<file path="src/design/scsi_conv_pkg.sv">
// Shared constants and types for the differential SCSI control converter
package scsi_conv_pkg;

    // The nine SCSI control signals, one bit each in every control vector
    localparam int unsigned NUM_SIG = 9;
    localparam int unsigned SIG_ACK = 0;
    localparam int unsigned SIG_ATN = 1;
    localparam int unsigned SIG_BSY = 2;
    localparam int unsigned SIG_CD  = 3;
    localparam int unsigned SIG_IO  = 4;
    localparam int unsigned SIG_MSG = 5;
    localparam int unsigned SIG_REQ = 6;
    localparam int unsigned SIG_RST = 7;
    localparam int unsigned SIG_SEL = 8;

    // Values after reset
    localparam logic [8:0] CTRL_RELEASED = 9'h1ff;
    localparam logic [8:0] NONE_DRIVEN   = 9'h000;
    localparam logic       DRIVE_RESET   = 1'b0;
    localparam logic       DIR_RESET     = 1'b0;

    // Cycles for our own drive to leave the loopback path: output flop plus two sync stages
    localparam int unsigned SETTLE_CYCLES = 3;
    localparam logic [1:0]  SETTLE_LOAD   = 2'(SETTLE_CYCLES);

    // Who currently sources one control signal
    typedef enum logic [1:0] {
        OWN_NONE,
        OWN_CTRL,
        OWN_CABLE
    } owner_t;

    // Decoded bus phase, stepped on the crystal reference
    typedef enum logic [2:0] {
        PH_BUS_FREE,
        PH_ARBITRATION,
        PH_ARB_TIMED_OUT,
        PH_SELECTION,
        PH_INFO
    } phase_t;

endpackage

</file>
<file path="src/design/scsi_diff_control_converter.sv">
// Control-signal converter between a single-ended SCSI controller and a differential cable
`timescale 1ns/1ps

module scsi_diff_control_converter (
    // Clock and reset
    input  wire logic       CLK_SYS,
    input  wire logic       RST_N,
    // Reset, sense and test inputs
    input  wire logic       DIFF_SENSE_N,
    input  wire logic       FILTERED_BUS_RESET_IN_N,
    input  wire logic       TEST_MODE_IN,
    // Crystal reference
    input  wire logic       CRYSTAL_CLOCK_IN,
    output logic            CRYSTAL_FEEDBACK_OUT,
    // Arbitration timeout network
    input  wire logic       TIMEOUT_RC_EXPIRED,
    output logic            TIMEOUT_DISCHARGE,
    // Controller side, active low, one bit per control signal
    input  wire logic [8:0] CTRL_SIG_IN_N,
    output logic      [8:0] CTRL_SIG_OUT_N,
    output logic      [8:0] CTRL_SIG_OE,
    // Cable side, differential pairs seen as active-high levels
    input  wire logic [8:0] CABLE_SIG_IN,
    output logic      [8:0] CABLE_SIG_OUT,
    output logic      [8:0] CABLE_SIG_OE,
    // Companion data transceiver control
    output logic            INFO_PHASE_DRIVE_OUT,
    output logic            DIFF_TO_SE_DIRECTION_OUT
);

    // Two-stage synchronisers; only stage two is read by logic
    logic [8:0] ctrl_meta_reg;
    logic [8:0] ctrl_sync_reg;
    logic [8:0] cable_meta_reg;
    logic [8:0] cable_sync_reg;
    logic [4:0] misc_meta_reg;
    logic [4:0] misc_sync_reg;
    logic       xtal_prev_reg;

    always_ff @(posedge CLK_SYS) begin
        if (!RST_N) begin
            ctrl_meta_reg  <= scsi_conv_pkg::CTRL_RELEASED;
            ctrl_sync_reg  <= scsi_conv_pkg::CTRL_RELEASED;
            cable_meta_reg <= scsi_conv_pkg::NONE_DRIVEN;
            cable_sync_reg <= scsi_conv_pkg::NONE_DRIVEN;
            misc_meta_reg  <= 5'h03;
            misc_sync_reg  <= 5'h03;
            xtal_prev_reg  <= 1'b0;
        end else begin
            ctrl_meta_reg  <= CTRL_SIG_IN_N;
            ctrl_sync_reg  <= ctrl_meta_reg;
            cable_meta_reg <= CABLE_SIG_IN;
            cable_sync_reg <= cable_meta_reg;
            misc_meta_reg  <= {CRYSTAL_CLOCK_IN, TIMEOUT_RC_EXPIRED, TEST_MODE_IN,
                               FILTERED_BUS_RESET_IN_N, DIFF_SENSE_N};
            misc_sync_reg  <= misc_meta_reg;
            xtal_prev_reg  <= misc_sync_reg[4];
        end
    end

    // Named views of the synchronised inputs
    wire        sense_ok    = misc_sync_reg[0];
    wire        bus_reset   = ~misc_sync_reg[1];
    wire        test_mode   = misc_sync_reg[2];
    wire        rc_expired  = misc_sync_reg[3];
    wire        xtal_level  = misc_sync_reg[4];
    wire        ref_tick    = xtal_level & ~xtal_prev_reg;
    wire        hard_kill   = ~sense_ok;
    wire        soft_kill   = hard_kill | bus_reset;
    wire [8:0]  ctrl_act    = ~ctrl_sync_reg;
    wire [8:0]  cable_act   = cable_sync_reg;
    wire [8:0]  bus_act     = ctrl_act | cable_act;

    // Per-signal ownership: whichever side asserts first is copied to the other
    scsi_conv_pkg::owner_t owner_reg  [9];
    scsi_conv_pkg::owner_t owner_next [9];
    logic [1:0]            quiet_reg  [9];
    logic [1:0]            quiet_next [9];
    logic [8:0]            ctrl_owned;
    logic [8:0]            ctrl_drv_next;
    logic [8:0]            cable_drv_next;
    logic [8:0]            cable_oe_next;

    genvar g;
    generate
        for (g = 0; g < 9; g++) begin : g_sig
            // The reset line keeps passing through a filtered bus reset
            wire kill = (g == scsi_conv_pkg::SIG_RST) ? hard_kill : soft_kill;
            wire idle = (owner_reg[g] == scsi_conv_pkg::OWN_NONE);
            wire held = (owner_reg[g] == scsi_conv_pkg::OWN_CTRL)  ? ctrl_act[g] :
                        (owner_reg[g] == scsi_conv_pkg::OWN_CABLE) ? cable_act[g] : 1'b0;
            wire quiet = (quiet_reg[g] == 2'h0);

            // The settle gap stops our own echo from being taken as the far side asserting
            assign owner_next[g] =
                (kill || test_mode)          ? scsi_conv_pkg::OWN_NONE :
                (!idle && held)              ? owner_reg[g] :
                (!idle)                      ? scsi_conv_pkg::OWN_NONE :
                (quiet && ctrl_act[g])       ? scsi_conv_pkg::OWN_CTRL :
                (quiet && cable_act[g])      ? scsi_conv_pkg::OWN_CABLE :
                                               scsi_conv_pkg::OWN_NONE;

            assign quiet_next[g] =
                (!idle && owner_next[g] == scsi_conv_pkg::OWN_NONE) ? scsi_conv_pkg::SETTLE_LOAD :
                (!quiet)                                             ? quiet_reg[g] - 2'h1 :
                                                                       2'h0;

            assign ctrl_owned[g]     = (owner_reg[g] == scsi_conv_pkg::OWN_CTRL);
            assign ctrl_drv_next[g]  = (owner_next[g] == scsi_conv_pkg::OWN_CABLE);
            // Test mode copies the controller side straight onto the cable
            assign cable_drv_next[g] = test_mode ? (ctrl_act[g] & ~hard_kill) :
                                       (owner_next[g] == scsi_conv_pkg::OWN_CTRL);
            assign cable_oe_next[g]  = test_mode ? ~hard_kill :
                                       (owner_next[g] == scsi_conv_pkg::OWN_CTRL);

            always_ff @(posedge CLK_SYS) begin
                if (!RST_N) begin
                    owner_reg[g] <= scsi_conv_pkg::OWN_NONE;
                    quiet_reg[g] <= 2'h0;
                end else begin
                    owner_reg[g] <= owner_next[g];
                    quiet_reg[g] <= quiet_next[g];
                end
            end
        end
    endgenerate

    // Phase decoding, stepped once per rising crystal reference edge
    scsi_conv_pkg::phase_t phase_reg;
    scsi_conv_pkg::phase_t phase_step;
    scsi_conv_pkg::phase_t phase_next;

    wire bsy     = bus_act[scsi_conv_pkg::SIG_BSY];
    wire sel     = bus_act[scsi_conv_pkg::SIG_SEL];
    wire free    = ~bsy & ~sel;

    always_comb begin
        phase_step = phase_reg;
        unique case (phase_reg)
            scsi_conv_pkg::PH_BUS_FREE: begin
                if (sel)
                    phase_step = scsi_conv_pkg::PH_SELECTION;
                else if (bsy)
                    phase_step = scsi_conv_pkg::PH_ARBITRATION;
            end
            scsi_conv_pkg::PH_ARBITRATION: begin
                if (sel)
                    phase_step = scsi_conv_pkg::PH_SELECTION;
                else if (free)
                    phase_step = scsi_conv_pkg::PH_BUS_FREE;
                else if (rc_expired)
                    phase_step = scsi_conv_pkg::PH_ARB_TIMED_OUT;
            end
            scsi_conv_pkg::PH_ARB_TIMED_OUT: begin
                // Wait for the bus to go free before arbitrating again
                if (free)
                    phase_step = scsi_conv_pkg::PH_BUS_FREE;
            end
            scsi_conv_pkg::PH_SELECTION: begin
                if (free)
                    phase_step = scsi_conv_pkg::PH_BUS_FREE;
                else if (!sel && bsy)
                    phase_step = scsi_conv_pkg::PH_INFO;
            end
            scsi_conv_pkg::PH_INFO: begin
                if (!bsy)
                    phase_step = scsi_conv_pkg::PH_BUS_FREE;
                else if (sel)
                    phase_step = scsi_conv_pkg::PH_SELECTION;
            end
        endcase
    end

    assign phase_next = soft_kill ? scsi_conv_pkg::PH_BUS_FREE :
                        ref_tick  ? phase_step : phase_reg;

    // Data direction: in an information phase the target drives when I/O is asserted;
    // outside one, the controller only sources data while it arbitrates or selects
    wire io_act    = bus_act[scsi_conv_pkg::SIG_IO];
    wire io_local  = ctrl_owned[scsi_conv_pkg::SIG_IO];
    wire ctrl_ids  = ctrl_owned[scsi_conv_pkg::SIG_BSY] | ctrl_owned[scsi_conv_pkg::SIG_SEL];
    wire info_next = (phase_next == scsi_conv_pkg::PH_INFO);
    wire drive_next = ~soft_kill & info_next;
    wire dir_next   = ~soft_kill & (info_next ? (io_act ^ io_local)
                                              : ~ctrl_ids);
    wire disch_next = (phase_next != scsi_conv_pkg::PH_ARBITRATION);

    // Output flops
    always_ff @(posedge CLK_SYS) begin
        if (!RST_N) begin
            phase_reg                <= scsi_conv_pkg::PH_BUS_FREE;
            CTRL_SIG_OUT_N           <= scsi_conv_pkg::CTRL_RELEASED;
            CTRL_SIG_OE              <= scsi_conv_pkg::NONE_DRIVEN;
            CABLE_SIG_OUT            <= scsi_conv_pkg::NONE_DRIVEN;
            CABLE_SIG_OE             <= scsi_conv_pkg::NONE_DRIVEN;
            INFO_PHASE_DRIVE_OUT     <= scsi_conv_pkg::DRIVE_RESET;
            DIFF_TO_SE_DIRECTION_OUT <= scsi_conv_pkg::DIR_RESET;
            TIMEOUT_DISCHARGE        <= 1'b1;
            CRYSTAL_FEEDBACK_OUT     <= 1'b1;
        end else begin
            phase_reg                <= phase_next;
            CTRL_SIG_OUT_N           <= ~ctrl_drv_next;
            CTRL_SIG_OE              <= ctrl_drv_next;
            CABLE_SIG_OUT            <= cable_drv_next;
            CABLE_SIG_OE             <= cable_oe_next;
            INFO_PHASE_DRIVE_OUT     <= drive_next;
            DIFF_TO_SE_DIRECTION_OUT <= dir_next;
            TIMEOUT_DISCHARGE        <= disch_next;
            CRYSTAL_FEEDBACK_OUT     <= ~xtal_level;
        end
    end

endmodule

</file>
<file path="config.mk">
export PLATFORM = sky130hd
export DESIGN_NAME = scsi_diff_control_converter
export DESIGN_NICKNAME = d
export VERILOG_FILES = /design/src/design/scsi_conv_pkg.sv /design/src/design/scsi_diff_control_converter.sv
export SDC_FILE = /design/constraint.sdc
export NUM_CORES = 1
export LEC_CHECK = 0
export BUFFER_PORTS_ARGS = -buffer_cell sky130_fd_sc_hd__buf_4
export CAP_MARGIN = 0
export CORE_MARGIN = 2
export CORE_UTILIZATION = 45
export CTS_BUF_LIST = sky130_fd_sc_hd__clkbuf_4 sky130_fd_sc_hd__clkbuf_8
export CTS_CLUSTER_SIZE = 25
export DETAILED_ROUTE_END_ITERATION = 8
export PLACE_DENSITY = 0.66
export RECOVER_POWER = 50
export SLEW_MARGIN = 20
export SYNTH_ARGS = -nofsm -noshare
export SYNTH_HDL_FRONTEND = slang
export SYNTH_SLANG_ARGS = --single-unit
</file>
<file path="constraint.sdc">
create_clock -name CLK_SYS -period 4.2 [get_ports CLK_SYS]
set_input_delay 0.21 -clock CLK_SYS [delete_from_list [all_inputs] [get_ports CLK_SYS]]
set_output_delay 0.21 -clock CLK_SYS [all_outputs]
set_load 0.02 [all_outputs]
</file>
## Word level (Yosys, flattened, before mapping)

Memory sizes are Yosys's and may differ from the RTL's.
Index checks and enable logic that the tools add are counted.

| word-level totals | value |
|---|---|
| register bits | 90 |
| RAM bits | 36 |
| bits of input ports | 25 |
| output and inout bits | 40 |
| logic and storage cells | 324 |
| memories kept | 2 |

| cells by class | value |
|---|---|
| add/subtract/negate cells | 9 |
| eq/ne operators | 42 |
| multiplexer cells | 133 |
| bitwise gates (word level) | 45 |
| reductions and logical operators | 77 |

Memories:

| memory | words | bits a word | rd ports | clocked after Yosys merged registers in | write ports | RTL line | RTL |
|---|---|---|---|---|---|---|---|
| owner_reg | 9 | 2 | 9 | 0 | 9 | scsi_diff_control_converter.sv:75 | `scsi_conv_pkg::owner_t owner_reg [9];` |
| quiet_reg | 9 | 2 | 9 | 0 | 9 | scsi_diff_control_converter.sv:77 | `logic [1:0] quiet_reg [9];` |

Operators with widths:

| operator | count |
|---|---|
| 2-bit two-way mux | 81 |
| 2-bit zero test | 27 |
| 1-bit two-way mux | 39 |
| 1-bit logical AND | 37 |
| 2-bit by 1-bit == test with 1-bit output, second input constant | 18 |
| 2-bit == test, second input constant | 18 |
| 3-bit two-way mux | 12 |
| 1-bit OR | 20 |
| 9-bit inverter | 2 |
| 2-bit by 1-bit subtractor with 2-bit output, second input constant | 9 |
| 3-bit one-hot mux with 5 select lines | 1 |
| 1-bit AND | 13 |
| 1-bit zero test | 10 |
| 9-bit OR | 1 |
| 1-bit inverter | 8 |
| 3-bit by 2-bit == test with 1-bit output, second input constant | 2 |
| 3-bit == test, second input constant | 2 |
| 3-bit by 1-bit == test with 1-bit output, second input constant | 1 |
| 3-bit zero test | 1 |
| 3-bit by 1-bit != test with 1-bit output, second input constant | 1 |
| 1-bit logical OR | 2 |
| 1-bit XOR | 1 |

## Longest topological paths before layout

| depth | value |
|---|---|
| depth after elaboration | 12 |
| mapped depth | 7 |

## Least setup slack after synthesis

No wires, ideal clock.

| timing | value |
|---|---|
| path kind | flip-flop to flip-flop |
| start point | register ctrl_sync_reg[2] |
| end point | register TIMEOUT_DISCHARGE |
| library setup time | 127 ps |
| arrival time | 1597 ps |
| data required time | 4073 ps |
| setup slack | 2476 ps |
| cell stages (with the launch flop) | 8 |
| path buffers | 1 |
| cell sequence | dfxtp_1 nor2b_4 buf_6 o311ai_2 o31ai_1 a211oi_2 and2_1 or3b_1 |

| between the ends | value |
|---|---|
| longest elaborated chain between the ends | 10 |
| elaborated cells between the ends (all ways) | 17 |
| classes of those cells | eq/ne (1); mux (11); bitwise (4); reduce/logical (1) |

RTL lines:

| item | RTL line | RTL |
|---|---|---|
| start, declared | scsi_diff_control_converter.sv:33 | `logic [8:0] ctrl_sync_reg;` |
| start signal, assigned | scsi_diff_control_converter.sv:43 | `ctrl_sync_reg <= scsi_conv_pkg::CTRL_RELEASED;` |
| start signal, assigned | scsi_diff_control_converter.sv:51 | `ctrl_sync_reg <= ctrl_meta_reg;` |
| 9-bit inverter (*) | scsi_diff_control_converter.sv:70 | `wire [8:0] ctrl_act = ~ctrl_sync_reg;` |
| 9-bit OR (*) | scsi_diff_control_converter.sv:72 | `wire [8:0] bus_act = ctrl_act \| cable_act;` |
| 1-bit inverter | scsi_diff_control_converter.sv:135 | `wire free = ~bsy & ~sel;` |
| 1-bit AND | scsi_diff_control_converter.sv:135 |  |
| 3-bit two-way mux | scsi_diff_control_converter.sv:149 | `else if (free)` |
| 3-bit two-way mux | scsi_diff_control_converter.sv:147 | `if (sel)` |
| 3-bit one-hot mux with 5 select lines (*) | scsi_diff_control_converter.sv:139 | `unique case (phase_reg)` |
| 3-bit two-way mux (*) | scsi_diff_control_converter.sv:175 | `ref_tick ? phase_step : phase_reg;` |
| 3-bit two-way mux (*) | scsi_diff_control_converter.sv:174 | `assign phase_next = soft_kill ? scsi_conv_pkg::PH_BUS_FREE :` |
| 3-bit by 1-bit != test with 1-bit output (*) | scsi_diff_control_converter.sv:186 | `wire disch_next = (phase_next != scsi_conv_pkg::PH_ARBITRATION);` |
| end signal, assigned | scsi_diff_control_converter.sv:208 | `TIMEOUT_DISCHARGE <= disch_next;` |
| end, declared | scsi_diff_control_converter.sv:17 | `output logic TIMEOUT_DISCHARGE,` |

Mark *: on every way between the ends. The rest lies on a longest branch, timed or not.
A chain may end at the register's enable or synchronous reset.

## Worst setup path in the final report

| timing | value |
|---|---|
| start point | register misc_sync_reg[0] |
| end point | register CABLE_SIG_OUT[0] |

| between the ends | value |
|---|---|
| longest elaborated chain between the ends | 6 |
| elaborated cells between the ends (all ways) | 7 |
| classes of those cells | eq/ne (1); mux (2); bitwise (3); reduce/logical (1) |

RTL lines:

| item | RTL line | RTL |
|---|---|---|
| start, declared | scsi_diff_control_converter.sv:37 | `logic [4:0] misc_sync_reg;` |
| start signal, assigned | scsi_diff_control_converter.sv:56 | `misc_sync_reg <= misc_meta_reg;` |
| 1-bit inverter | scsi_diff_control_converter.sv:68 | `wire hard_kill = ~sense_ok;` |
| 1-bit OR | scsi_diff_control_converter.sv:69 | `wire soft_kill = hard_kill \| bus_reset;` |
| 1-bit logical OR | scsi_diff_control_converter.sv:96 | `(kill \|\| test_mode) ? scsi_conv_pkg::OWN_NONE :` |
| 2-bit two-way mux | scsi_diff_control_converter.sv:96 |  |
| 2-bit by 1-bit == test with 1-bit output | scsi_diff_control_converter.sv:112 | `(owner_next[g] == scsi_conv_pkg::OWN_CTRL);` |
| 1-bit two-way mux (*) | scsi_diff_control_converter.sv:111 | `assign cable_drv_next[g] = test_mode ? (ctrl_act[g] & ~hard_kill) :` |
| end signal, assigned | scsi_diff_control_converter.sv:194 | `CABLE_SIG_OUT <= scsi_conv_pkg::NONE_DRIVEN;` |
| end signal, assigned | scsi_diff_control_converter.sv:204 | `CABLE_SIG_OUT <= cable_drv_next;` |
| end, declared | scsi_diff_control_converter.sv:24 | `output logic [8:0] CABLE_SIG_OUT,` |

Marked as above.

==> impl_metrics.yaml <==
status:
  outcome: "finished, final reports clean"
timing:
  rsz0062_at_grt: "false"
  hold_violations: 0
  drv_slew: 0
  finalWorstSetupSlack_ns: 1.979
  clock_skew_ns: 0.009952
  finalSetupTns_ns: 0
  tightest_slew_ns: 0.8773
  min_period_ns: 2.221
  timing.fmax_mhz: 450.3
  slew_headroom_pct: 41.35
  finalSetupViolations: 0
  min_period_over_period_pct: 52.88
logic_synthesis:
  synth.largest_area_cell: "dfxtp_1"
  synth_edf_count: 0
  synthFlopType: "dfxtp_1"
  yosys-top-cells-area: "dfxtp_1 (62%), nand2b_1 (5.4%), and2_1 (4.5%)"
  synth.distinct_cells: 42
  yosysMostFrequentCell: "dfxtp_1"
  syn_inst: 392
  synth_nets: 417
  yosys_warnings: 0
  synth_top_area_share_pct: 61.99
  netlist_area_um2: 4069
  ys_seq_area_share_pct: 61.99
  synth_area_per_cell_um2: 10.38
  ys_async_sr_fraction_pct: 0
  synth-seq-cells: 126
  synthTopCellsByCount: "dfxtp_1 (126), nand2b_1 (35), and2_1 (29)"
grt:
  overflow: 0
  first_global_vias: 2743
  grt_start_max_net_pins: 72
  grt_pass1_wl_mm: 12.17
  antenna_found_initial: 0
  track_usage_pct: 15.66
placement:
  io_buffers: 64
  dpl.hpwl_mm: 4.490
  place_congestion: 0.6997
  placed_cell_area_um2: 4627
  pre_cts_ws_ns: 1.627
  dp.cells: 551
floorplanning:
  fp.dieW_um: 99.09
  dieArea_um2: 9819
  floorplan.initialDensity_pct: 46.43
  core_area_um2: 8763
  fp.dieH_um: 99.09
  fp-row-count: 34
  ios: 65
power_and_ir_drop:
  powerDensity_nw_per_um2: 464.3
  p_total_mw: 2.364
  ir_worst_vdd_mv: 0.2073
  leakage_nw: 2.085
layout:
  regArea_um2: 2522
  stdcell_area_um2: 5092
  syn_to_final_growth_pct: 25.15
  fin_cells: 605
  num_antenna_cells: 0
  drive_gt1_share_pct: 13.28
  fill_cells: 789
  nets: 509
  multiInputGateArea_um2: 1410
drt:
  wl_met2_mm: 3.475
  drtIter0Drc: 123
  drtPass1Iterations: 4
  wl_per_cell_um: 11.75
  viasPerCell: 4.767
  drc: 0
  met3_length_um: 337
  vias: 2884
  drt_wl_total_mm: 7.110
  dr.max_layer_used: "met4"
  wl_met1_mm: 3.219
  antenna_left: 0
min_path:
  hold_class: "primary input to register"
clock_tree:
  clockBufferDepth: 2
  clock-root-buffer: "clkbuf_8"
  cts.sinks: 126
  clk_pin_slew_ns: 0.08
  cts_buffers: 17
  cts_tree: "done"
  clk_latency_ns: 0.42
  htree_num_levels: 4
run:
  cap_violations: 0
critical_path:
  setup.worst_path.start_class: "register"
  cp_max_fo: 24
  cp.arrival_ns: 2.57
  crit_type: "register to register"
  cp.required_ns: 4.54
  slowest_stage: "or4_1"
  worst_setup_path_end_kind: "register"
  max_stage_delay_ns: 0.77
  worstPathCellList: "and2b_1 -> nand3_1 -> or4_1 -> a21oi_1"
-- power by group --
group / switching [mW] / total, mW / leakage, nW / internal (mW)
sequential: 0.0203 / 1.26 / 1.03 / 1.24
clock: 0.489 / 0.963 / 0.187 / 0.474
combinational: 0.0759 / 0.146 / 0.868 / 0.0698
total: 0.585 / 2.36 / 2.09 / 1.78
-- layer usage --
metal / up-vias / GRT usage (%)
met3: 8 / 4.919
met1: 1321 / 19.64
met5: - / 0
li1: 1495 / -
met4: 0 / 7.271
met2: 60 / 24.74
-- critical path: cells and delay by family, from the launching register on --
| kind | cells | cell delay, ns |
|---|---|---|
| AO/OA/AOI/OAI | 1 | 0.15 |
| AND/OR/NAND/NOR | 3 | 1.62 |
| flip-flops | 1 | 0.37 |
-- through the flow --
stage / util (%) / hold WS [ns]
floorplan: - / 0.3115
global placement: 52.80 / 0.3908
detailed placement: 52.80 / 0.3909
CTS: 59.52 / 0.005406
global route: 58.11 / 0.03225
finish: 58.11 / 0.02796
-- final timing paths --
check | start | endpoint | slack [ns] | cells past startpoint
min reg2reg | ctrl_meta_reg[1] | ctrl_sync_reg[1] | 0.41 | 1
max reg2reg | misc_sync_reg[0] | CABLE_SIG_OUT[0] | 1.98 | 4
min | CABLE_SIG_IN[2] | cable_meta_reg[2] | 0.03 | 2
max | misc_sync_reg[0] | CABLE_SIG_OUT[0] | 1.98 | 4
-- cells by family after synthesis --
logic type	Yosys count	synth area share (%)
muxes	1	0.2767
and+or+nand+nor	167	23.59
buffers and inverters	34	3.352
AOI/OAI and AO/OA	61	10.15
xor gates and xnor gates	3	0.6459
DFF	126	61.99
-- timing repair --
action                                 4_1_cts  5_1_grt
buffers inserted                             0        0
resized for setup                            0        0
endpoints found under the hold margin       22        0
hold buffers                                22        0
-- area by class of cell --
class,instances,area share (%)
flip-flops and latches,126,49.53
multi-input cells,232,27.69
repair buffers,86,11.33
clock buffers,17,4.595
clock inverters,15,2.654
well taps,108,2.654
inverters,21,1.548
-- placed cells by master (no fill, tap or decap), types with 14 or more instances in the layout --
master / count
dfxtp_1: 126
nand2b_1: 35
clkbuf_1: 33
nor2_1: 26
a21oi_1: 24
and2_1: 24
dlygate4sd3_1: 22
inv_1: 21
clkbuf_4: 21
clkbuf_8: 17
nand2_1: 16
nor2b_1: 16
o21a_1: 15
nor3_1: 14
Note: power is estimated with default switching activity, not from simulation.
